==> src/psm_params.svh <==
// Purpose: Constants of the power saving mode controller
// Assumes: Word-indexed Avalon-MM register map
// Notes:   Counts are in master clock cycles
`ifndef PSM_PARAMS_SVH
`define PSM_PARAMS_SVH

// Register word indices
`define PSM_ADDR_W        4
`define PSM_REG_CLKCTL    4'h0
`define PSM_REG_STATUS    4'h1

// Clock control register fields
`define PSM_OIE_BIT       0
`define PSM_SMS_BIT       1
`define PSM_CPX_LSB       2
`define PSM_CPX_MSB       3

// Opcodes seen on the decode port; the wait opcode value is arbitrary
`define PSM_OP_HALT       8'h8E
`define PSM_OP_WAIT       8'hA5

// Interrupt mask value forced on entry to wait, active halt or halt mode
`define PSM_MASK_ALL_ON   2'h2

// Wake eligibility per vector number (bit n = vector n)
`define PSM_WAKE_HALT     12'h0BC
`define PSM_WAKE_AHALT    12'h0BE
`define PSM_WAKE_WAIT     12'hFBE

// Oscillator restart delays in master clock cycles
`define PSM_CNT_W         13
`define PSM_DLY_SHORT     13'h0100
`define PSM_DLY_LONG      13'h1000

`endif

==> src/psm_pkg.sv <==
// Purpose: Types of the power saving mode controller
// Assumes: Constants come from psm_params.svh
// Notes:   One-hot mode encoding
package psm_pkg;

	typedef enum logic [7:0]
	{
		PSM_RUN       = 8'h01,
		PSM_SLOW      = 8'h02,
		PSM_WAIT      = 8'h04,
		PSM_SLOW_WAIT = 8'h08,
		PSM_ACT_HALT  = 8'h10,
		PSM_HALT      = 8'h20,
		PSM_STAB      = 8'h40,
		PSM_HALT_REST = 8'h80
	} psm_state_e;

	typedef struct packed
	{
		logic [3:0] cnt;
		logic       tick;
	} psm_div_s;

endpackage : psm_pkg

==> src/psm_div_if.sv <==
// Purpose: Carrier between mode controller and slow clock divider
// Assumes: Single clock domain
// Notes:   tick is a one-cycle enable at the divided rate
`timescale 1ns/1ps
interface psm_div_if;
	logic [1:0] sel;
	logic       run;
	logic       tick;

	modport ctrl (output sel, output run, input tick);
	modport div  (input sel, input run, output tick);
endinterface : psm_div_if

==> src/psm_divider.sv <==
// Purpose: Divides the master clock by 2, 4, 8 or 16 as an enable
// Assumes: sel stable while run is high
// Notes:   Counter restarts whenever run is low
`timescale 1ns/1ps
module psm_divider
(
	// Clock and reset
	input wire logic sys_clk,
	input wire logic reset,
	// Control and tick
	psm_div_if.div   dv
);
	import psm_pkg::*;

	psm_div_s q;
	psm_div_s next_q;

	always_comb
	begin
		logic [3:0] last;
		last = 4'h0;
		next_q = q;
		unique case (dv.sel)
			2'h0: last = 4'h1;
			2'h1: last = 4'h3;
			2'h2: last = 4'h7;
			2'h3: last = 4'hF;
		endcase
		next_q.tick = 1'b0;
		if (!dv.run)
		begin
			next_q.cnt = 4'h0;
		end
		else if (q.cnt >= last)
		begin
			next_q.cnt  = 4'h0;
			next_q.tick = 1'b1;
		end
		else
		begin
			next_q.cnt = q.cnt + 4'h1;
		end
	end

	always_ff @(posedge sys_clk or posedge reset)
	begin
		if (reset)
			q <= '0;
		else
			q <= next_q;
	end

	assign dv.tick = q.tick;

endmodule : psm_divider

==> src/psm_ctrl.sv <==
// Purpose: Power saving mode sequencer with clock gating controls
// Assumes: CPU and interrupt sources run on sys_clk
// Notes:   Clock gates are enables, registered in the same cycle as the mode
`timescale 1ns/1ps
`include "psm_params.svh"
module psm_ctrl
(
	// Clock and reset
	input  wire logic                      sys_clk,
	input  wire logic                      reset,
	// Avalon-MM slave
	input  wire logic [`PSM_ADDR_W-1:0]    avs_address,
	input  wire logic                      avs_read,
	input  wire logic                      avs_write,
	input  wire logic [31:0]               avs_writedata,
	output      logic [31:0]               avs_readdata,
	output      logic                      avs_waitrequest,
	// CPU decode and condition code
	input  wire logic                      instr_valid,
	input  wire logic [7:0]                instr_opcode,
	input  wire logic [1:0]                svc_priority,
	input  wire logic                      cc_pop,
	output      logic [1:0]                cc_mask,
	// Interrupt sources, bit n is vector n
	input  wire logic [11:0]               irq_pend,
	// Reset pin seen while halted
	input  wire logic                      ext_reset_wake,
	// Option bits and watchdog
	input  wire logic                      watchdog_halt_option,
	input  wire logic                      delay_option,
	input  wire logic                      watchdog_enabled,
	output      logic                      watchdog_reset_req,
	// Clock controls
	output      logic                      cpu_clk_en,
	output      logic                      periph_clk_en,
	output      logic                      osc_enable,
	output      logic                      timebase_clk_en,
	// Wake report
	output      logic                      cpu_wake,
	output      logic                      wake_by_reset,
	output      logic [3:0]                wake_vector,
	output      psm_pkg::psm_state_e       mode
);
	import psm_pkg::*;

	typedef struct packed
	{
		psm_state_e             state;
		logic                   oscillator_interrupt_enable;
		logic                   slow_mode_select;
		logic [1:0]             slow_divider_select;
		logic [1:0]             mask;
		logic [1:0]             stack;
		logic [`PSM_CNT_W-1:0]  cnt;
		logic [`PSM_CNT_W-1:0]  guard;
		logic                   cause_rst;
		logic                   opt_taken;
		logic                   wdg_opt;
		logic                   long_dly;
		logic [1:0]             rsync;
		logic                   cpu_en;
		logic                   per_en;
		logic                   osc_en;
		logic                   tb_en;
		logic                   wake;
		logic                   wake_rst;
		logic [3:0]             wake_id;
		logic                   wdg_rst;
		logic                   waitreq;
		logic [31:0]            rdata;
	} psm_ctrl_s;

	psm_ctrl_s q;
	psm_ctrl_s next_q;

	psm_div_if div_bus ();

	psm_divider u_div
	(
		.sys_clk (sys_clk),
		.reset   (reset),
		.dv      (div_bus.div)
	);

	assign div_bus.sel = q.slow_divider_select;
	assign div_bus.run = (q.state == PSM_SLOW) ||
	                     (q.state == PSM_SLOW_WAIT);

	// Lowest vector number has highest priority
	function automatic logic [3:0] first_pend(input logic [11:0] p);
		logic [3:0] id;
		id = 4'h0;
		for (int i = 11; i >= 0; i--)
			if (p[i])
				id = 4'(i);
		return id;
	endfunction : first_pend

	function automatic logic [`PSM_CNT_W-1:0] dly_load(input logic lng);
		return lng ? (`PSM_DLY_LONG - `PSM_CNT_W'h1)
		           : (`PSM_DLY_SHORT - `PSM_CNT_W'h1);
	endfunction : dly_load

	function automatic psm_state_e run_state(input logic slow);
		return slow ? PSM_SLOW : PSM_RUN;
	endfunction : run_state

	always_comb
	begin
		logic       rst_wake;
		logic       svc;
		logic       is_halt;
		logic       is_wait;
		logic [11:0] wk_wait;
		logic [11:0] wk_ahalt;
		logic [11:0] wk_halt;
		rst_wake = 1'b0;
		svc      = 1'b0;
		is_halt  = 1'b0;
		is_wait  = 1'b0;
		wk_wait  = 12'h000;
		wk_ahalt = 12'h000;
		wk_halt  = 12'h000;
		next_q = q;
		next_q.wake    = 1'b0;
		next_q.wdg_rst = 1'b0;

		// Reset pin comes from outside; two stages before use
		next_q.rsync = {q.rsync[0], ext_reset_wake};
		rst_wake = q.rsync[1];

		// Option bits caught once after reset release
		if (!q.opt_taken)
		begin
			next_q.opt_taken = 1'b1;
			next_q.wdg_opt   = watchdog_halt_option;
			next_q.long_dly  = delay_option;
		end

		// Bus: first cycle loads read data, second completes
		next_q.waitreq = 1'b1;
		if ((avs_read || avs_write) && q.waitreq)
		begin
			next_q.waitreq = 1'b0;
			unique case (avs_address)
				`PSM_REG_CLKCTL:
					next_q.rdata = {28'h0, q.slow_divider_select, q.slow_mode_select, q.oscillator_interrupt_enable};
				`PSM_REG_STATUS:
					next_q.rdata = {21'h0, (q.guard != '0),
					                q.mask, q.state};
				default:
					next_q.rdata = 32'h0;
			endcase
		end
		if (avs_write && !q.waitreq &&
		    avs_address == `PSM_REG_CLKCTL)
		begin
			next_q.oscillator_interrupt_enable = avs_writedata[`PSM_OIE_BIT];
			next_q.slow_mode_select = avs_writedata[`PSM_SMS_BIT];
			next_q.slow_divider_select = avs_writedata[`PSM_CPX_MSB:`PSM_CPX_LSB];
		end

		if (cc_pop)
			next_q.mask = q.stack;
		if (q.guard != '0)
			next_q.guard = q.guard - `PSM_CNT_W'h1;
		if (q.cnt != '0)
			next_q.cnt = q.cnt - `PSM_CNT_W'h1;

		wk_wait  = irq_pend & `PSM_WAKE_WAIT;
		wk_ahalt = irq_pend & `PSM_WAKE_AHALT;
		wk_halt  = irq_pend & `PSM_WAKE_HALT;
		is_halt  = instr_valid && instr_opcode == `PSM_OP_HALT;
		is_wait  = instr_valid && instr_opcode == `PSM_OP_WAIT;

		unique case (q.state)
			PSM_RUN, PSM_SLOW:
			begin
				next_q.state = run_state(next_q.slow_mode_select);
				if (q.guard != '0 && !next_q.oscillator_interrupt_enable)
				begin
					next_q.state = PSM_HALT_REST;
				end
				else if (is_wait)
				begin
					next_q.mask  = `PSM_MASK_ALL_ON;
					next_q.state = q.slow_mode_select ? PSM_SLOW_WAIT
					                     : PSM_WAIT;
				end
				else if (is_halt && q.oscillator_interrupt_enable)
				begin
					// Timebase bounds the stay, so no watchdog reset
					next_q.mask  = `PSM_MASK_ALL_ON;
					next_q.state = PSM_ACT_HALT;
				end
				else if (is_halt && watchdog_enabled && !q.wdg_opt)
				begin
					next_q.wdg_rst = 1'b1;
				end
				else if (is_halt)
				begin
					next_q.mask  = `PSM_MASK_ALL_ON;
					next_q.state = PSM_HALT;
				end
			end
			PSM_WAIT, PSM_SLOW_WAIT:
			begin
				if (rst_wake || wk_wait != 12'h000)
				begin
					svc = 1'b1;
					next_q.cause_rst = rst_wake;
					next_q.state = run_state(q.slow_mode_select);
				end
			end
			PSM_ACT_HALT:
			begin
				if (rst_wake)
				begin
					next_q.cause_rst = 1'b1;
					next_q.cnt   = dly_load(q.long_dly);
					next_q.state = PSM_STAB;
				end
				else if (wk_ahalt != 12'h000)
				begin
					// Pending at entry wakes at once
					svc = 1'b1;
					next_q.cause_rst = 1'b0;
					next_q.guard = dly_load(q.long_dly);
					next_q.state = run_state(q.slow_mode_select);
				end
			end
			PSM_HALT:
			begin
				if (rst_wake || wk_halt != 12'h000)
				begin
					next_q.cause_rst = rst_wake;
					next_q.cnt   = dly_load(q.long_dly);
					next_q.state = PSM_STAB;
				end
			end
			PSM_STAB:
			begin
				if (q.cnt == '0)
				begin
					svc = 1'b1;
					next_q.state = run_state(q.slow_mode_select);
				end
			end
			PSM_HALT_REST:
			begin
				if (q.guard == '0)
					next_q.state = run_state(q.slow_mode_select);
			end
			default:
				next_q.state = PSM_RUN;
		endcase

		// Interrupt service start: stack the mask, load routine priority
		if (svc)
		begin
			next_q.wake     = 1'b1;
			next_q.wake_rst = next_q.cause_rst;
			next_q.wake_id  = next_q.cause_rst ? 4'h0
			                  : first_pend(wk_wait);
			if (!next_q.cause_rst)
			begin
				next_q.stack = q.mask;
				next_q.mask  = svc_priority;
			end
		end

		// Gates follow the next mode, and the divider tick in the slow modes
		unique case (next_q.state)
			PSM_RUN:
			begin
				next_q.cpu_en = 1'b1;
				next_q.per_en = 1'b1;
			end
			PSM_SLOW:
			begin
				next_q.cpu_en = div_bus.tick;
				next_q.per_en = div_bus.tick;
			end
			PSM_WAIT:
			begin
				next_q.cpu_en = 1'b0;
				next_q.per_en = 1'b1;
			end
			PSM_SLOW_WAIT:
			begin
				next_q.cpu_en = 1'b0;
				next_q.per_en = div_bus.tick;
			end
			default:
			begin
				next_q.cpu_en = 1'b0;
				next_q.per_en = 1'b0;
			end
		endcase
		// Oscillator off only in HALT and in the rest of the active-halt guard delay
		next_q.osc_en = !(next_q.state == PSM_HALT ||
		                  next_q.state == PSM_HALT_REST);
		// Restarting oscillator is not trusted for the timebase
		next_q.tb_en  = next_q.osc_en &&
		                next_q.state != PSM_STAB;
	end

	always_ff @(posedge sys_clk or posedge reset)
	begin
		if (reset)
		begin
			q         <= '0;
			q.state   <= PSM_RUN;
			q.mask    <= `PSM_MASK_ALL_ON;
			q.cpu_en  <= 1'b1;
			q.per_en  <= 1'b1;
			q.osc_en  <= 1'b1;
			q.tb_en   <= 1'b1;
			q.waitreq <= 1'b1;
		end
		else
		begin
			q <= next_q;
		end
	end

	assign avs_readdata       = q.rdata;
	assign avs_waitrequest    = q.waitreq;
	assign cc_mask            = q.mask;
	assign watchdog_reset_req = q.wdg_rst;
	assign cpu_clk_en         = q.cpu_en;
	assign periph_clk_en      = q.per_en;
	assign osc_enable         = q.osc_en;
	assign timebase_clk_en    = q.tb_en;
	assign cpu_wake           = q.wake;
	assign wake_by_reset      = q.wake_rst;
	assign wake_vector        = q.wake_id;
	assign mode               = q.state;

endmodule : psm_ctrl

==> config.mk <==
export PLATFORM = sky130hd
export DESIGN_NAME = psm_ctrl
export DESIGN_NICKNAME = d
export VERILOG_FILES = /design/src/psm_pkg.sv /design/src/psm_div_if.sv /design/src/psm_divider.sv /design/src/psm_ctrl.sv
export VERILOG_INCLUDE_DIRS = /design/src
export SDC_FILE = /design/constraint.sdc
export NUM_CORES = 1
export LEC_CHECK = 0
export ABC_AREA = 1
export BUFFER_PORTS_ARGS = -buffer_cell sky130_fd_sc_hd__buf_2
export CORE_UTILIZATION = 48
export CTS_CLUSTER_SIZE = 14
export DETAILED_ROUTE_END_ITERATION = 8
export PLACE_DENSITY = 0.77
export SLEW_MARGIN = 20
export SYNTH_ARGS = -nofsm -noshare
export SYNTH_HDL_FRONTEND = slang
export SYNTH_SLANG_ARGS = --single-unit
==> constraint.sdc <==
create_clock -name sys_clk -period 1.85 [get_ports sys_clk]
set_input_delay 0.0925 -clock sys_clk [delete_from_list [all_inputs] [get_ports sys_clk]]
set_output_delay 0.0925 -clock sys_clk [all_outputs]
set_load 0.01 [all_outputs]
Yosys cells after proc, flatten, opt, wreduce, memory -nomap -nowiden
Cells that the tools add are included.
W data, S select, Z words.
{"block": "classes", "addsub": 3, "magnitude_cmp": 1, "n_eq_ne": 21, "n_mux": 68, "n_bitwise": 1, "n_reduce_logical": 31}
{"operator": "$mux W13", "count": 6}
{"operator": "$mux W4", "count": 17}
{"operator": "$mux W8", "count": 7}
{"operator": "$pmux W8 S6", "count": 1}
{"operator": "$reduce_bool A12 Y1", "count": 3}
{"operator": "$mux W33", "count": 1}
{"operator": "$eq A8 B8 Y1 const B", "count": 4}
{"operator": "$mux W6", "count": 5}
{"operator": "$logic_not A13 Y1", "count": 2}
{"operator": "$pmux W13 S2", "count": 1}
{"operator": "$reduce_bool A13 Y1", "count": 2}
{"operator": "$sub A13 B1 Y13 const B", "count": 2}
{"operator": "$pmux W11 S2", "count": 1}
{"operator": "$mux W2", "count": 9}
{"operator": "$eq A8 B1 Y1 const B", "count": 2}
{"operator": "$eq A8 B2 Y1 const B", "count": 2}
{"operator": "$eq A8 B3 Y1 const B", "count": 2}
{"operator": "$eq A8 B4 Y1 const B", "count": 2}
{"operator": "$eq A8 B6 Y1 const B", "count": 2}
{"operator": "$pmux W4 S4", "count": 1}
{"operator": "$mux W1", "count": 14}
{"operator": "$mux W14", "count": 1}
{"operator": "$mux W12", "count": 1}
{"operator": "$logic_and A1 B1 Y1", "count": 10}
{"operator": "other kinds (17)", "count": 27}
{"block": "word_totals", "regBits": 97, "inputBits": 68, "output_inout_bits": 54, "word_cells": 150}

Logic depth before layout (Yosys ltp)
{"block": "logic_depth", "depth_word": 15, "mapped_depth": 13, "mapped_depth_nobuf": 13}

By module
A second synthesis with hierarchy kept.
{"block": "hier_totals", "cells_unflattened": 600, "area_unflattened_um2": 4584.4}
{"module": "psm_ctrl", "n_inst": 1, "cells_per_inst": 567, "area_per_inst_um2": 4292.9, "seq_area_each_um2": 1785.5}
{"module": "psm_divider", "n_inst": 1, "cells_per_inst": 33, "area_per_inst_um2": 291.5, "seq_area_each_um2": 125.1}

Worst setup path before layout
No wires, ideal clock.
{"block": "synth_timing", "path_type": "flip-flop to flip-flop", "start": "reg q[63] in the netlist's numbering", "end": "reg q[76] in the netlist's numbering", "setup_time_ns": 0.118, "arrival_time_ns": 1.584, "t_required_ns": 1.732, "setup_slack_ns": 0.148, "path_stages_with_launch": 11, "n_path_buf": 1, "path_cell_list": "dfrtp_1 -> inv_1 -> ha_1 -> nand3_1 -> nor3_2 -> nand3_1 -> nand3_4 -> nand2_4 -> buf_12 -> nand2_2 -> o21ai_2"}
{"block": "synth_via", "elab_chain_len": 4}
{"item": "start, declared", "line": "psm_ctrl.sv:73", "text": "psm_ctrl_s q;"}
{"item": "start signal, assigned", "line": "psm_ctrl.sv:323", "text": "q <= next_q;"}
{"item": "$logic_not A13 Y1", "line": "psm_ctrl.sv:243", "text": "if (q.cnt == '0)"}
{"item": "$mux W1", "line": "psm_ctrl.sv:243"}
{"item": "$pmux W1 S3", "line": "psm_ctrl.sv:176", "text": "unique case (q.state)"}
{"item": "$reduce_and A2 Y1 (no source line)"}
No other way between the ends.
A chain may end at the register's enable or synchronous reset.

Worst setup path in the final report
{"block": "layout_timing", "start": "reg q, in the netlist avs_waitrequest", "end": "reg q, in the netlist avs_readdata[2]"}
{"block": "layout_via", "elab_chain_len": 1}
{"item": "$logic_and A1 B1 Y1", "line": "psm_ctrl.sv:142", "text": "if ((avs_read || avs_write) && q.waitreq)"}
No other way between the ends.

==> impl_metrics.tcl <==
set metrics [dict create \
    status "completed" \
    dr.pass1.iters 7 \
    cts_tree "done" \
    min_from "svc_priority[1]" \
    gr-usage-all-layers_pct 21.2 \
    cts_buffer_depth 2 \
    total_power_mw 5.07 \
    cts_buffers 9 \
    rows 35 \
    synth_cell_type_count 45 \
    r2r-start "avs_waitrequest$_DFF_PP1_" \
    startpoint "avs_waitrequest$_DFF_PP1_" \
    clkSinkCount 76 \
    async_flop_share_pct 100 \
    post-cts-setup-buffers 0 \
    syn_inst 592 \
    syn_area_sq_um 4630 \
    synthFlopType "dfrtp_1" \
    drv_slew 0 \
    worstSetupPathType "reg2reg" \
    antennaDiodeCount 0 \
    multi_input_area_sq_um 2150 \
    period_minus_slack_ps 1720 \
    clock_skew_ps 6.60 \
    rsz0062_at_grt "yes" \
    ys_warn_count 0 \
    fp.dieH_microns 100 \
    fin_crit_sh_pct 92.7 \
    grt_pass1_wl_microns 16900 \
    hp-class "in2reg" \
    vias_per_cell 5.00 \
    yosysSeqAreaShare_pct 41.3 \
    max-vdd-ir-drop_mv 0.653 \
    cp_slowest_cell "dfstp_2" \
    r2r_end "avs_readdata[2]$_DFFE_PP0P_" \
    fmax_mhz 583 \
    drt_iter0_drc 146 \
    reg2regPathDepth 4 \
    synth.avg_cell_area_sq_um 7.82 \
    power_density_nw_per_um2 962 \
    final_cell_mix "nand2_1 (115), inv_1 (75), buf_2 (70)" \
    synth_edf_count 0 \
    drive_above_1_share_pct 25.7 \
    leakage_nw 2.73 \
    vias 3987 \
    arrival_ps 1960 \
    hold_depth 5 \
    slowest_delay_ps 540 \
    antenna_found_initial 0 \
    detailed_place_hpwl_microns 7930 \
    endpoint_kind "flip-flop" \
    nFillCells 917 \
    finalWirelength_microns 10200 \
    setup_viol 0 \
    nNetsFinal 737 \
    clk_pin_slew_ps 80 \
    die-area_sq_um 10000 \
    place_congestion 0.939 \
    ys_ff_latch 76 \
    worst_skew_pair.late_latency_ps 360 \
    ios 122 \
    critPathLaunchType "flip-flop" \
    hold_violations 0 \
    fin_area_sq_um 5270 \
    worstPathRequired_ps 2090 \
    numPortBuffers 70 \
    regArea_sq_um 1920 \
    crit_path_cell_trace "o21ai_0 > inv_1 > nand4_1 > o221ai_1" \
    min_to "cc_mask[1]$_DFF_PP1_" \
    worst_pin_slew_ps 575 \
    grt_pass1_vias 3790 \
    max_cap_violations 0 \
    core_sq_um 9280 \
    grt_overflow 0 \
    worst-r2r-setup-slack_ps 130 \
    mostFrequentLayoutCell "nand2_1" \
    cts_max_level 3 \
    wire_per_inst_microns 12.8 \
    path_max_fanout 11 \
    drc 0 \
    die_w_microns 100 \
    start_util_pct 49.8 \
    grt_max_degree 37 \
    slew_headroom_pct 61.5 \
    ant_nets 0 \
    syn_to_final_growth_pct 13.8 \
    root_buffer "clkbuf_8" \
    post_dp_cell_area_sq_um 4950 \
]
[per-layer routing]
layer,share of wire [%],wire length (microns),global-route usage (%)
met3,4.8,491,4.04
met5,0,0,0
met1,45,4550,27.4
met2,49,5010,36.1
met4,1.5,149,6.69
[kinds of logic (layout without fill, tap and decap cells)]
family / after synthesis / after routing / synth area share, %
other cells: 2 / 22 / 0.162
xor+xnor: 6 / 6 / 1.14
flops: 76 / 76 / 41.3
mux: 2 / 2 / 0.487
buf+inv: 133 / 189 / 14.9
compound gates: 69 / 69 / 9.38
fa+ha+maj: 6 / 6 / 1.62
simple gates: 298 / 298 / 31.0
[report_power, final]
group	internal [mW]	leakage (nW)	switching, mW
combinational	0.563	1.74	0.949
sequential	2.01	0.903	0.271
clock	0.621	0.0845	0.655
[worst max path at each step]
| stage | end | slack [ps] | depth (start not counted) |
|---|---|---|---|
| after global routing | cc_mask[1]$_DFF_PP1_ | -7 | 10 |
| after detailed placement | cc_mask[0]$_DFF_PP0_ | 110 | 11 |
| after CTS | cc_mask[1]$_DFF_PP1_ | 90 | 12 |
| after floorplan | q[76]$_DFFE_PP0P_ | 150 | 10 |
| final | avs_readdata[2]$_DFFE_PP0P_ | 130 | 4 |
| after global placement | cc_mask[0]$_DFF_PP0_ | 130 | 11 |
[through the flow]
stage	instances	setup WS, ps	hold WS [ps]	setup TNS, ps	utilization, %
after floorplan	612	148	124	0	-
after global placement	774	133	153	0	53.3
after detailed placement	774	110	162	0	53.3
after CTS	797	90.6	35.6	0	56.1
after global routing	797	-6.66	65.5	-6.66	56.7
final	797	135	41.5	0	56.7
[cells in the mapped netlist, types with 2 or more instances]
cell type  instances  area share, %
o22ai_1            3           0.41
clkbuf_1           2           0.16
nand3_4            2           0.76
nand2_2            7           0.95
xnor2_1            2           0.38
dfstp_2            7            4.0
nand3b_1           2           0.32
mux2_2             2           0.49
ha_1               6            1.6
nor3_2             2           0.43
nand3_1           50            5.4
dfrtp_1           69             37
nor2_1            68            5.5
nor4_1             2           0.27
o21a_1             2           0.32
inv_2              6           0.49
nor2_2             9            1.2
o211ai_1           7            1.1
nand4_1            8            1.1
a21oi_1           13            1.4
nand2_4            5            1.2
nor3b_1            2           0.32
nor3_1             9           0.97
nand3_2            4           0.87
o21ai_2            7            1.3
o221ai_1           4           0.76
conb_1             2           0.16
o21ai_1            4           0.43
nand2_1          118            9.6
inv_1             77            6.2
buf_4             46            7.5
o21ai_0           21            2.3
xor2_1             4           0.76
o31ai_1            3           0.49
nor2_4             7            1.7
[worst max-delay path: cells and delay by family (launching register included)]
family                 cells  cell delay [ps]
flip-flops                 1              540
AO/OA/AOI/OAI              2              510
AND/OR/NAND/NOR            1              450
buffers and inverters      1              100
[layout make-up]
cell class / count / area share (%)
multi-input combinational: 403 / 40.8
clock inverter: 6 / 1.24
clock buffer: 10 / 2.42
sequential: 76 / 36.4
inverter: 83 / 5.99
tap: 129 / 3.06
timing repair buffer: 90 / 10.1
[sequential cells by signal, indices dropped and copies added, names as in the netlist]
signal and count:
wake_vector 4, watchdog_reset_req 1, cc_mask 2, osc_enable 1, div_bus.sel 2, next_q 1
timebase_clk_en 1, avs_waitrequest 1, wake_by_reset 1, avs_readdata 11, u_div.q 4, periph_clk_en 1
cpu_wake 1, q 35, mode 8, cpu_clk_en 1, u_div.dv.tick 1
[what timing repair did]
item | in CTS | in global routing
setup endpoints to repair | 0 | 14
resized for setup | 0 | 19
hold buffers | 7 | 0
hold endpoints to repair | 26 | 0
Power figures use the tool's default switching activity.
